[src/verilog/mspi_pkg.sv]
// Purpose: Shared constants for the serial-transceiver SPI master block.
// Assumes: One system clock of 250 MHz; all control bits arrive as plain ports.
// Notes:   The SPI master mode select encoding lives here with the frame size.
package mspi_pkg;
  localparam int unsigned DATA_W       = 8;
  localparam int unsigned BAUD_W       = 12;
  localparam logic [1:0]  MODE_SPI_MST = 2'h3;
  localparam logic [BAUD_W-1:0] BAUD_RST = 12'h000;
  localparam logic [3:0]  BIT_LAST     = 4'h7;
  localparam int unsigned RXBUF_DEPTH  = 2;
endpackage

[src/verilog/mspi_master.sv]
// Purpose: Serial transceiver operating as a three-wire SPI master.
// Assumes: Control inputs synchronous to i_ref_clk; software follows setup order.
// Notes:   No slave select and no slave mode; the serial clock is always generated.
`timescale 1ns/100ps
// Summary of operation
// - Master SPI logic runs only when the mode select field equals binary 11.
// - Parity, clock recovery and asynchronous framing are absent in this mode.
// - Serial clock is always generated internally; no external clock input exists.
// - Bit rate is system clock over two times (divisor plus one).
// - Fastest serial clock is half the system clock, with divisor zero.
// - Mode is polarity*2+phase; phase picks sample edge, polarity picks idle level.
// - Data shifts out on one clock edge and is latched on the other.
// - Every frame carries exactly eight bits, MSB or LSB first.
// - Receiver and transmitter share the single bit order setting.
// - After a frame the next starts at once or data line idles high.
// - Two queued bytes go out back to back; completion flags after both.
// - Transmitter may run alone; receiver needs the transmitter enabled.
// - Reset clears the baud divisor to zero.
// - Transmit path is double buffered so a byte can queue during shifting.
// - Same register set, pin control and interrupts as normal serial mode.
// - A write to the data buffer starts a transfer, for send or receive.
// - On receive overflow the newest byte is dropped, older unread bytes kept.
// - Frame error, overrun and parity error flags always read zero.
// - Transmit complete sets when shifter empties with nothing buffered; write-one clears.
module mspi_master
  import mspi_pkg::*;
#(
  parameter int unsigned FRAME_BITS = DATA_W
) (
  // Clock and reset
  input  wire logic              i_ref_clk,
  input  wire logic              i_rst,
  // Configuration
  input  wire logic [1:0]        i_op_mode_select,
  input  wire logic              i_clock_polarity,
  input  wire logic              i_clock_phase,
  input  wire logic              i_bit_order_select,
  input  wire logic              i_transmitter_enable,
  input  wire logic              i_receiver_enable,
  input  wire logic              i_sclk_pin_direction,
  // Baud divisor write port
  input  wire logic              i_baud_divisor_wr,
  input  wire logic [BAUD_W-1:0] i_baud_divisor,
  output logic [BAUD_W-1:0]      o_baud_divisor,
  // Data buffer access
  input  wire logic              i_data_buffer_wr,
  input  wire logic [7:0]        i_data_buffer_wdata,
  input  wire logic              i_data_buffer_rd,
  output logic [7:0]             o_data_buffer_rdata,
  // Status
  output logic                   o_buffer_empty_flag,
  output logic                   o_receive_complete_flag,
  output logic                   o_transmit_complete_flag,
  input  wire logic              i_transmit_complete_clr,
  output logic                   o_frame_error_flag,
  output logic                   o_data_overrun_flag,
  output logic                   o_parity_error_flag,
  output logic                   o_spi_master_mode,
  // Serial pins
  output logic                   o_serial_clock_pin,
  output logic                   o_serial_clock_oe,
  output logic                   o_serial_out_pin,
  output logic                   o_serial_out_oe,
  input  wire logic              i_serial_in_pin
);
  typedef enum logic [1:0] {ST_IDLE, ST_LEAD, ST_TRAIL} state_t;

  state_t            state_q, state_d;
  logic [BAUD_W-1:0] baud_q, baud_d;
  logic [BAUD_W-1:0] tick_cnt_q, tick_cnt_d;
  logic [7:0]        tx_buf_q, tx_buf_d;
  logic              tx_full_q, tx_full_d;
  logic [7:0]        tx_sh_q, tx_sh_d;
  logic [7:0]        rx_sh_q, rx_sh_d;
  logic [3:0]        bit_q, bit_d;
  logic              sclk_q, sclk_d;
  logic              sdo_q, sdo_d;
  logic              txc_q, txc_d;
  logic              rx_push_q, rx_push_d;
  logic [7:0]        rx_word_q, rx_word_d;
  logic              mst_en, tx_on, rx_on, tick;
  logic              rx_out_valid;
  logic [7:0]        rx_out_data;
  logic              sample_lead;
  logic              in_bit;

  assign mst_en      = (i_op_mode_select == MODE_SPI_MST);
  assign tx_on       = mst_en && i_transmitter_enable;
  assign rx_on       = tx_on && i_receiver_enable;
  assign tick        = (tick_cnt_q == '0);
  assign sample_lead = ~i_clock_phase;

  // Bit order is one setting for both directions
  function automatic logic [7:0] pick_order(input logic [7:0] v, input logic msb_first);
    logic [7:0] r;
    r = v;
    if (!msb_first) begin
      for (int i = 0; i < 8; i++) begin
        r[i] = v[7-i];
      end
    end
    return r;
  endfunction

  // Buffer and transfer state
  always_comb begin
    state_d    = state_q;
    baud_d     = baud_q;
    tick_cnt_d = tick_cnt_q;
    tx_buf_d   = tx_buf_q;
    tx_full_d  = tx_full_q;
    tx_sh_d    = tx_sh_q;
    rx_sh_d    = rx_sh_q;
    bit_d      = bit_q;
    sclk_d     = sclk_q;
    sdo_d      = sdo_q;
    txc_d      = txc_q;
    rx_push_d  = 1'b0;
    rx_word_d  = rx_word_q;
    in_bit     = i_serial_in_pin;

    if (i_baud_divisor_wr) begin
      baud_d = i_baud_divisor;
    end
    if (i_transmit_complete_clr) begin
      txc_d = 1'b0;
    end
    if (i_data_buffer_wr && tx_on && !tx_full_q) begin
      tx_buf_d  = i_data_buffer_wdata;
      tx_full_d = 1'b1;
    end

    // Half-period timer: each tick is one serial clock edge
    if (state_q == ST_IDLE || tick) begin
      tick_cnt_d = baud_q;
    end else begin
      tick_cnt_d = tick_cnt_q - 1'b1;
    end

    case (state_q)
      ST_IDLE: begin
        sclk_d = i_clock_polarity;
        sdo_d  = 1'b1;
        if (tx_full_q && tx_on) begin
          tx_sh_d   = pick_order(tx_buf_q, i_bit_order_select);
          tx_full_d = 1'b0;
          bit_d     = 4'h0;
          if (sample_lead) begin
            sdo_d = tx_sh_d[7];
          end
          state_d = ST_LEAD;
        end
      end
      ST_LEAD: begin
        if (tick) begin
          sclk_d = ~i_clock_polarity;
          if (sample_lead) begin
            rx_sh_d = {rx_sh_q[6:0], in_bit};
          end else begin
            sdo_d = tx_sh_q[7];
          end
          state_d = ST_TRAIL;
        end
      end
      ST_TRAIL: begin
        if (tick) begin
          sclk_d  = i_clock_polarity;
          tx_sh_d = {tx_sh_q[6:0], 1'b0};
          if (!sample_lead) begin
            rx_sh_d = {rx_sh_q[6:0], in_bit};
          end
          if (bit_q == BIT_LAST) begin
            rx_word_d = pick_order(sample_lead ? rx_sh_q : {rx_sh_q[6:0], in_bit},
                                   i_bit_order_select);
            rx_push_d = rx_on;
            if (tx_full_q && tx_on) begin
              tx_sh_d   = pick_order(tx_buf_q, i_bit_order_select);
              tx_full_d = 1'b0;
              bit_d     = 4'h0;
              sdo_d     = sample_lead ? tx_sh_d[7] : sdo_q;
              state_d   = ST_LEAD;
            end else begin
              txc_d   = 1'b1;
              // Phase one samples on this edge, so the last bit holds one more clock
              sdo_d   = sample_lead ? 1'b1 : sdo_q;
              state_d = ST_IDLE;
            end
          end else begin
            bit_d = bit_q + 4'h1;
            if (sample_lead) begin
              sdo_d = tx_sh_d[7];
            end
            state_d = ST_LEAD;
          end
        end
      end
      default: state_d = ST_IDLE;
    endcase

    // Dropping the transmitter abandons the frame and the queued byte
    if (!tx_on) begin
      state_d   = ST_IDLE;
      tx_full_d = 1'b0;
      sclk_d    = i_clock_polarity;
      sdo_d     = 1'b1;
    end
  end

  always_ff @(posedge i_ref_clk) begin
    if (i_rst) begin
      state_q    <= ST_IDLE;
      baud_q     <= BAUD_RST;
      tick_cnt_q <= BAUD_RST;
      tx_buf_q   <= 8'h00;
      tx_full_q  <= 1'b0;
      tx_sh_q    <= 8'h00;
      rx_sh_q    <= 8'h00;
      bit_q      <= 4'h0;
      sclk_q     <= 1'b0;
      sdo_q      <= 1'b1;
      txc_q      <= 1'b0;
      rx_push_q  <= 1'b0;
      rx_word_q  <= 8'h00;
    end else begin
      state_q    <= state_d;
      baud_q     <= baud_d;
      tick_cnt_q <= tick_cnt_d;
      tx_buf_q   <= tx_buf_d;
      tx_full_q  <= tx_full_d;
      tx_sh_q    <= tx_sh_d;
      rx_sh_q    <= rx_sh_d;
      bit_q      <= bit_d;
      sclk_q     <= sclk_d;
      sdo_q      <= sdo_d;
      txc_q      <= txc_d;
      rx_push_q  <= rx_push_d;
      rx_word_q  <= rx_word_d;
    end
  end

  // Receive buffer; a full buffer refuses the new byte so the old ones survive
  mspi_buf2 #(
    .WIDTH (8)
  ) u_rx_buf (
    .i_ref_clk   (i_ref_clk),
    .i_rst       (i_rst),
    .i_flush     (~rx_on),
    .i_in_valid  (rx_push_q),
    .o_in_ready  (),
    .i_in_data   (rx_word_q),
    .o_out_valid (rx_out_valid),
    .i_out_ready (i_data_buffer_rd),
    .o_out_data  (rx_out_data)
  );

  assign o_data_buffer_rdata      = rx_out_data;
  assign o_receive_complete_flag  = rx_out_valid;
  assign o_buffer_empty_flag      = ~tx_full_q;
  assign o_transmit_complete_flag = txc_q;
  assign o_baud_divisor           = baud_q;
  assign o_frame_error_flag       = 1'b0;
  assign o_data_overrun_flag      = 1'b0;
  assign o_parity_error_flag      = 1'b0;
  assign o_spi_master_mode        = mst_en;
  // Idle pin follows polarity at once, so reset or a mode change gives no stray edge
  assign o_serial_clock_pin       = (tx_on && state_q != ST_IDLE) ? sclk_q
                                                                  : i_clock_polarity;
  assign o_serial_clock_oe        = i_sclk_pin_direction;
  assign o_serial_out_pin         = sdo_q;
  assign o_serial_out_oe          = tx_on;
endmodule

[src/verilog/mspi_buf2.sv]
// Purpose: Two-entry valid/ready buffer on the receive data path.
// Assumes: Synchronous active-high reset.
// Notes:   When full, in_ready drops and the arriving word is the one lost.
`timescale 1ns/100ps
module mspi_buf2 #(
  parameter int unsigned WIDTH = 8
) (
  // Clock and reset
  input  wire logic             i_ref_clk,
  input  wire logic             i_rst,
  input  wire logic             i_flush,
  // Fill side
  input  wire logic             i_in_valid,
  output logic                  o_in_ready,
  input  wire logic [WIDTH-1:0] i_in_data,
  // Drain side
  output logic                  o_out_valid,
  input  wire logic             i_out_ready,
  output logic [WIDTH-1:0]      o_out_data
);
  logic [WIDTH-1:0] mem_q [2];
  logic [WIDTH-1:0] mem_d [2];
  logic             rd_q, rd_d, wr_q, wr_d;
  logic [1:0]       cnt_q, cnt_d;
  logic             push, pop;

  assign o_in_ready  = (cnt_q != 2'h2);
  assign o_out_valid = (cnt_q != 2'h0);
  assign o_out_data  = mem_q[rd_q];
  assign push        = i_in_valid && o_in_ready;
  assign pop         = o_out_valid && i_out_ready;

  always_comb begin
    mem_d = mem_q;
    rd_d  = rd_q;
    wr_d  = wr_q;
    cnt_d = cnt_q;
    if (push) begin
      mem_d[wr_q] = i_in_data;
      wr_d        = ~wr_q;
    end
    if (pop) begin
      rd_d = ~rd_q;
    end
    cnt_d = cnt_q + {1'b0, push} - {1'b0, pop};
    if (i_flush) begin
      rd_d  = 1'b0;
      wr_d  = 1'b0;
      cnt_d = 2'h0;
    end
  end

  always_ff @(posedge i_ref_clk) begin
    if (i_rst) begin
      mem_q[0] <= '0;
      mem_q[1] <= '0;
      rd_q     <= 1'b0;
      wr_q     <= 1'b0;
      cnt_q    <= 2'h0;
    end else begin
      mem_q <= mem_d;
      rd_q  <= rd_d;
      wr_q  <= wr_d;
      cnt_q <= cnt_d;
    end
  end
endmodule

[config.mk]
export PLATFORM = sky130hd
export DESIGN_NAME = mspi_master
export DESIGN_NICKNAME = d
export VERILOG_FILES = /design/src/verilog/mspi_pkg.sv /design/src/verilog/mspi_master.sv /design/src/verilog/mspi_buf2.sv
export SDC_FILE = /design/constraint.sdc
export NUM_CORES = 1
export LEC_CHECK = 0
export BUFFER_PORTS_ARGS = -buffer_cell sky130_fd_sc_hd__buf_4
export CAP_MARGIN = 10
export CORE_ASPECT_RATIO = 1.2
export CORE_MARGIN = 2
export CORE_UTILIZATION = 45
export CTS_BUF_LIST = sky130_fd_sc_hd__clkbuf_4 sky130_fd_sc_hd__clkbuf_8
export DETAILED_ROUTE_END_ITERATION = 12
export PLACE_DENSITY = 0.66
export SETUP_SLACK_MARGIN = 0.02
export SYNTH_ARGS = -nofsm -noshare
export SYNTH_HDL_FRONTEND = slang
export SYNTH_SLANG_ARGS = --single-unit
[constraint.sdc]
create_clock -name i_ref_clk -period 2.4 [get_ports i_ref_clk]
set_clock_uncertainty 0.1 [all_clocks]
set_input_delay 0.12 -clock i_ref_clk [delete_from_list [all_inputs] [get_ports i_ref_clk]]
set_output_delay 0.12 -clock i_ref_clk [all_outputs]
set_load 0.01 [all_outputs]
==> metrics.txt, run 1 <==
PostCTS Resize Cnt 0; Flop pwr share 50.5%; CP endpoint kind flop; Pint 2.22 mW; pin count of the biggest net entering global routing 92; final wirelength approximately 9300 um; min Tclk post-route 2.22 ns; max-cap viol count 0; critical path launch point type flop; Arr. time, crit path 2.34 ns; synth top area cells dfxtp_1 41%, mux2i_1 12%, nor2_1 6.4%; Remaining Overflow, GRT 0; HPWL Detailed roughly 6300 um; RSZ-0062 raised after global routing false; CP Class flop to flop; CTS tree done; I/O Buffers 60; Hold Crit Class input pin to flop; Yosys reg bits 87; Top Usage Layer GRT met2; Hold-fix buffers, CTS 24; initial antenna violation count 0; Synth async-reset ratio 0%; max frequency between 0.4 and 0.5 GHz; vias in the first global route ~3400; Data required, critical path 2.53 ns; first-pass GRT wire length 15700 um; horizontal die dimension 92.8 um; Cell Area, Synth 4260 um^2; DR iter-0 viols 158; share of cells above drive strength 1 19.1%; Sw Pwr 0.731 mW; ANT nets after route 0; Final Hold Viols 0; vias 3712; CTS max path bufs 2; Sw Ratio 24.8%; peak supply drop 0.331 mV; syn_area_per_cell 8.81 um^2; H-Tree Depth 3; WL per Instance 13.5 um; Synth cell types 54; Final setup viols 0; pre-CTS setup slack 0.186 ns; dpl cells 650; setup repair bufs after CTS 0; CTS root buf clkbuf_8; clock share of power 39.5%; share of the synthesized area in the top cell type 40.9%; period utilization 92.3%; met2 Track Usage GR 31.3%; largest area contributor in the netlist dfxtp_1; starting density of the core around 47%; ys flop type dfxtp_1; Max FO, Critical Path 9; clk slew on worst S/H paths 0.09 ns; Worst Max-Slew Pin Slew 0.910 ns; post-layout util 58.3%; height of the die 111 um; status completed; fin cells just under 700; post-synthesis cell count between 400 and 500; Yosys Warn Count 0; Logic pwr share 10.1%; final hold slack a little under 0.07 ns; setup TNS 0 ns; Static Leak approximately 2.2 nW; GPL Wtd Cong 0.843; core area 9130 um^2; CTS Buf Count 9; Ports 66; PwrDens about 550 nW/um^2; Remaining DRCs 0; met3 Use GR under 10%; most common cell in the synthesized netlist dfxtp_1; drt first pass iters 4; Skew-Pair Late Insertion Delay 0.36 ns; Max transition margin about two fifths; Post-synth top cells 87 x dfxtp_1, 72 x nor2_1, 50 x mux2i_1; cell area after layout 5320 um^2; overall power between 2 and 3 mW; sequential element share of the synthesized area 40.9%; Global Route Usage Sum between 15 and 20%; area grow syn2layout 25.0%; met1 Usage GRT between 20 and 25%; clock sink total 87; min setup slack post-route between 0.15 and 0.2 ns; Slew Viols, Final 0; n_diodes 0; layout net count 608; die area 10300 um^2; vias per inst 5.38; Post-synth EDFFs 0; post-placement cell area 4850 um^2; num rows 38
[critical path, cell delays in order, from the launching register on]
cell     delay [ns]
dfxtp_1        0.35
inv_1          0.06
ha_1           0.20
or4b_1         0.58
nor4_4         0.30
buf_4          0.23
mux2i_1        0.21
nor2_1         0.06
[cells by family after synthesis]
family                   after synthesis  synth area share (%)
multiplexers                          60                  14.4
AO/OA/AOI/OAI                         98                  15.1
other                                  1                0.0881
adder cells (fa/ha/maj)                8                  2.35
buffers and inverters                 42                  4.09
XOR/XNOR                              14                  2.88
flip-flops                            87                  40.9
AND/OR/NAND/NOR                      173                  20.1
[power groups by stage]
stage	logic, mW	registers [mW]	clock network, mW
CTS	0.297	1.49	1.18
global route	0.329	1.49	1.25
floorplan	0.165	1.52	0
global placement	0.264	1.52	0
finish	0.298	1.49	1.16
detailed placement	0.265	1.52	0
[final cells by class]
type / count / area, um^2
flip-flops and latches: 87 / 1740
well taps: 120 / 150
fillers: 834 / 3810
clock buffers: 9 / 124
inverters: 12 / 45.0
clock inverters: 7 / 103
multi-input cells: 356 / 2350
repair buffers: 99 / 803
[path summary, 6_finish.rpt]
path | end | slack (ns) | startpoint | cells past startpoint
min | u_rx_buf.rd_q | 0.07 | i_data_buffer_rd | 4
min reg2reg | u_rx_buf.mem_q[5] | 0.36 | u_rx_buf.mem_q[5] | 2
max reg2reg | rx_word_q[2] | 0.18 | tick_cnt_q[0] | 7
max | rx_word_q[2] | 0.18 | tick_cnt_q[0] | 7
[state kept, by name, indices dropped and copies added (netlist names)]
| register | count |
|---|---|
| rx_push_q | 1 |
| tx_full_q | 1 |
| o_baud_divisor | 12 |
| state_q | 2 |
| bit_q | 4 |
| o_transmit_complete_flag | 1 |
| tx_sh_q | 8 |
| u_rx_buf.mem_q | 16 |
| u_rx_buf.cnt_q | 2 |
| o_serial_out_pin | 1 |
| u_rx_buf.wr_q | 1 |
| u_rx_buf.rd_q | 1 |
| tx_buf_q | 8 |
| rx_word_q | 8 |
| rx_sh_q | 8 |
| tick_cnt_q | 12 |
| sclk_q | 1 |
[cells in the final DEF, fill, tap and decap left out, types with 6 or more instances in the layout]
cell	count
o21ai_0	26
nand3_1	15
inv_1	12
mux2i_1	50
ha_1	8
buf_4	75
dlygate4sd3_1	24
nor2b_1	16
xnor2_1	12
a221oi_1	7
a211oi_1	10
dfxtp_1	87
a21oi_1	24
nand2_1	30
nor2_1	72
mux2_2	10
clkbuf_8	9
o41ai_1	6
[metal layers]
layer | vias up | share of wire [%]
li1 | 1885 | -
met1 | 1737 | 45
met2 | 75 | 50
met3 | 15 | 3.8
met4 | 0 | 1.5
met5 | - | 0
(Power assumes the default switching activity.)
==> run 2, diff against run 1 <==
PLACE_DENSITY = 0.72   (was 0.66)
==> run 2 against run 1 <==
Against the previous run: via count grew 0.57%; hold slack better by 0.0066 ns; critical path depth is the same; sequential share of layout area rose by 0.25 points; global-route usage rose by 0.45 points; critical path type unchanged; largest power group unchanged; non-clock buffer count down 1; utilization fell by 0.44 points; cell count shrank 0.14%; sequential cell count stayed put; worst setup slack improved by 0.076 ns.
==> metrics.txt, run 2 (synthesis results as in run 1) <==
Global Route Usage Sum 18.8%; max-cap viol count 0; critical path launch point type flop; num rows 38; Skew-Pair Late Insertion Delay 0.36 ns; horizontal die dimension 92.8 um; n_diodes 0; clk slew on worst S/H paths 0.09 ns; layout net count 607; vias per inst 5.42; clock sink total 87; Data required, critical path 2.53 ns; CTS tree done; period utilization 89.2%; Ports 66; area grow syn2layout 24.1%; H-Tree Depth 3; share of cells above drive strength 1 approximately a fifth; overall power approximately 2.8 mW; pin count of the biggest net entering global routing 92; height of the die 111 um; PwrDens around 520 nW/um^2; Max FO, Critical Path 9; Most flops, register u_rx_buf.mem_q; number of flip-flops in the largest register 16; Static Leak 2.13 nW; ANT nets after route 0; die area 10300 um^2; Arr. time, crit path 2.27 ns; Remaining Overflow, GRT 0; CTS max path bufs 2; min setup slack post-route 0.260 ns; GPL Wtd Cong 0.819; core area 9130 um^2; WL per Instance 13.7 um; min Tclk post-route 2.14 ns; Remaining DRCs 0; CTS Buf Count 9; Slew Viols, Final 0; HPWL Detailed 6420 um; pre-CTS setup slack roughly 0.17 ns; Max transition margin around 40%; I/O Buffers 60; peak supply drop 0.274 mV; setup TNS 0 ns; first-pass GRT wire length 16100 um; DR iter-0 viols 160; max frequency 0.467 GHz; drt first pass iters 4; reg2reg setup slack 0.26 ns; vias in the first global route 3596; RSZ-0062 raised after global routing false; CP Class flop to flop; most frequent cells in the layout 87 x dfxtp_1, 74 x buf_4, 72 x nor2_1; Final setup viols 0; CTS root buf clkbuf_8; Final Hold Viols 0; FILL cells 810; final wirelength roughly 9400 um; vias 3733; most common cell after layout, fill and taps aside dfxtp_1; Hold Crit Class input pin to flop; starting density of the core 46.6%; initial antenna violation count 0; Worst Max-Slew Pin Slew roughly 0.90 ns; status completed; CP endpoint kind flop
[run 2: changes by cell type in the layout (fill, tap and decap cells not counted)]
cell,delta
buf_4,-1
bufinv_16,-2
clkbuf_8,+1
clkinv_2,-1
clkinv_4,+1
clkinvlp_4,+2
inv_6,-1
or4b_1,-1
or4b_4,+1
[run 2: routing by layer]
metal,wire length [um],global-route usage (%),vias to the layer above
met2,4750,32.8,78
met1,4240,22.8,1764
met3,338,4.30,12
li1,-,-,1879
met5,0,0,-
met4,100,5.49,0
[run 2: through the flow]
| step | util [%] | hold slack (ns) | std cells | cell area (um^2) |
|---|---|---|---|---|
| after floorplan | - | 0.156 | 485 | 4260 |
| after global placement | 53.1 | 0.140 | 649 | 4850 |
| after detailed placement | 53.1 | 0.140 | 649 | 4850 |
| after CTS | 57.8 | 0.0593 | 689 | 5280 |
| after global routing | 57.8 | 0.0830 | 689 | 5280 |
| final | 57.8 | 0.0739 | 689 | 5280 |
[run 2: critical path: stages (launching register included)]
cell and delay, ns:
dfxtp_1 0.34, inv_1 0.06, ha_1 0.21, or4b_4 0.53
nor4_4 0.28, buf_4 0.23, mux2i_1 0.21, nor2_1 0.05
[run 2: area by class of cell]
| type | instances | area, um^2 | share of cell area (%) |
|---|---|---|---|
| timing repair buffer | 98 | 796 | 15.1 |
| clock buffer | 10 | 138 | 2.61 |
| multi-input combinational | 356 | 2360 | 44.6 |
| inverter | 12 | 45.0 | 0.853 |
| sequential | 87 | 1740 | 33.0 |
| tap | 120 | 150 | 2.84 |
| clock inverter | 6 | 52.6 | 0.995 |
[run 2: worst paths after layout]
kind	to	cells after the start	startpoint
setup reg to reg	rx_word_q[0]	7	tick_cnt_q[0]
hold reg to reg	u_rx_buf.mem_q[7]	2	u_rx_buf.mem_q[7]
hold / removal	u_rx_buf.rd_q	4	i_data_buffer_rd
setup / recovery	rx_word_q[0]	7	tick_cnt_q[0]
[run 2: timing repair]
item	4_1_cts	5_1_grt
setup buffers	0	0
endpoints found under the hold margin	27	0
hold buffers	24	0
endpoints found under the setup margin	0	2
gates resized for setup	0	1
[run 2: power breakdown]
group          total (mW)  internal [mW]  switching [mW]  leakage (nW)
clock               0.971          0.419           0.553        0.0910
combinational       0.301          0.153           0.148          1.33
sequential           1.49           1.47          0.0221         0.705
==> run 3, diff against run 2 <==
--- a/config.mk
+++ b/config.mk
@@ -9,8 +9,10 @@
 export CAP_MARGIN = 10
+export CELL_PAD_IN_SITES_DETAIL_PLACEMENT = 1
+export CELL_PAD_IN_SITES_GLOBAL_PLACEMENT = 2
 export CORE_ASPECT_RATIO = 1.2
 export CORE_MARGIN = 2
-export CORE_UTILIZATION = 45
+export CORE_UTILIZATION = 36
 export CTS_BUF_LIST = sky130_fd_sc_hd__clkbuf_4 sky130_fd_sc_hd__clkbuf_8
 export DETAILED_ROUTE_END_ITERATION = 12
-export PLACE_DENSITY = 0.72
+export PLACE_DENSITY = 0.89
 export SETUP_SLACK_MARGIN = 0.02
==> constraint.sdc (replaced) <==
create_clock -name i_ref_clk -period 2.4 [get_ports i_ref_clk]
set_clock_uncertainty 0.1 [all_clocks]
set_input_delay 0.36 -clock i_ref_clk [delete_from_list [all_inputs] [get_ports i_ref_clk]]
set_output_delay 0.36 -clock i_ref_clk [all_outputs]
set_load 0.01 [all_outputs]
==> run 3 against run 2 <==
Against the previous run: first-iteration DRC count shrank 22%; sequential power is essentially flat; worst setup slack lost 0.16 ns; highest routed layer unchanged.
==> metrics.txt, run 3 (synthesis results as in run 1) <==
status completed; PwrDens around 560 nW/um^2; min Tclk post-route 2.30 ns; pin count of the biggest net entering global routing 62; Pint 2.12 mW; H-Tree Depth 3; horizontal die dimension between 100 and 150 um; peak supply drop 0.211 mV; Final setup viols 0; first-pass GRT wire length 17800 um; Max FO, Critical Path 7; post-layout util 44.3%; number of flip-flops in the largest register 16; ANT nets after route 0; num rows 43; post-placement cell area 4910 um^2; Flop pwr share 52.4%; drt first pass iters 4; period utilization between 90% and 100%; crit path cell chain inv_1 -> ha_1 -> buf_4 -> nor2_1 -> mux2_2 -> buf_4; CTS max path bufs 2; Slew Viols, Final 0; critical path launch point type flop; Hold-fix buffers, CTS 0; CTS Buf Count 9; Ports 66; CP Class flop to output pin; Crit path top cell by count buf_4; Logic pwr share 9.6%; n_diodes 0; GPL Wtd Cong just over 0.8; setup repair bufs after CTS 0; Final Hold Viols 0; cell area after layout 5120 um^2; Arr. time, crit path 1.84 ns; core area around 12000 um^2; slowest stage cell, crit path dfxtp_1; initial antenna violation count 0; starting density of the core 36.8%; HPWL Detailed about 7600 um; most frequent cells in the layout 87 x dfxtp_1, 77 x buf_4, 72 x nor2_1; min-delay src i_baud_divisor[1]; final wirelength 10600 um; dpl cells just under 700; Hold Crit Class input pin to flop; clk slew on worst S/H paths around 0.090 ns; clock share of power 38.0%; Sw Ratio 25.3%; final hold slack 0.120 ns; area grow syn2layout 20.4%; reg2reg start tick_cnt_q[0]; share of cells above drive strength 1 20.3%; vias per inst 5.26; fin cells 705; min setup slack post-route 0.102 ns; PostCTS Resize Cnt 0; Worst path max stage delay 0.39 ns; Max transition margin between 50% and 60%; RSZ-0062 raised after global routing false; Remaining Overflow, GRT 0; setup TNS 0 ns; CTS tree done; Data required, critical path 1.94 ns; overall power 2.84 mW; max-cap viol count 0; Sw Pwr 0.719 mW; CTS root buf clkbuf_8; max frequency 0.435 GHz; CP endpoint kind output pin; die area about 13000 um^2; height of the die 123 um; WL per Instance 15.0 um; Most flops, register u_rx_buf.mem_q; DR iter-0 viols roughly 130; Global Route Usage Sum between 10% and 20%; vias 3711; Skew-Pair Late Insertion Delay 0.37 ns; Worst Max-Slew Pin Slew ~0.67 ns; clock sink total 87; vias in the first global route approximately 3700; I/O Buffers 60; worst setup path start state_q[0]; Static Leak 2.06 nW; most common cell after layout, fill and taps aside dfxtp_1; layout net count 586; Remaining DRCs 0; pre-CTS setup slack about 0.17 ns
[run 3: path summary, 6_finish.rpt]
path                         to  slack [ns]  cells after the start
max          o_serial_clock_pin        0.10                      6
min           o_baud_divisor[1]        0.12                      3
max reg2reg        rx_word_q[7]        0.16                      7
min reg2reg   u_rx_buf.mem_q[3]        0.36                      2
[run 3: area by class of cell]
type | instances | area (um^2)
timing repair buffer | 77 | 578
inverter | 12 | 45.0
multi-input combinational | 356 | 2350
clock buffer | 11 | 145
clock inverter | 5 | 63.8
fill | 1389 | 6440
tap | 157 | 196
sequential | 87 | 1740
[run 3: critical path: cells and delay by family, from the launching register on]
family | cells | cell delay [ns]
buffers and inverters | 3 | 0.40
muxes | 1 | 0.34
DFF | 1 | 0.39
adders and majority gates | 1 | 0.23
and+or+nand+nor | 1 | 0.11
[run 3: power groups by stage]
| stage | sequential, mW | clock (mW) | combinational [mW] |
|---|---|---|---|
| global placement | 1.52 | 0 | 0.269 |
| detailed placement | 1.52 | 0 | 0.276 |
| CTS | 1.49 | 1.12 | 0.278 |
| global route | 1.49 | 1.18 | 0.304 |
| finish | 1.49 | 1.08 | 0.274 |
| floorplan | 1.52 | 0 | 0.165 |
[run 3: layer usage]
layer	track usage (%)	vias up	part of all wire [%]
met3	2.77	13	2.4
met4	6.99	0	1.5
li1	-	1830	-
met1	21.1	1819	44
met5	0	-	0
met2	31.0	49	52
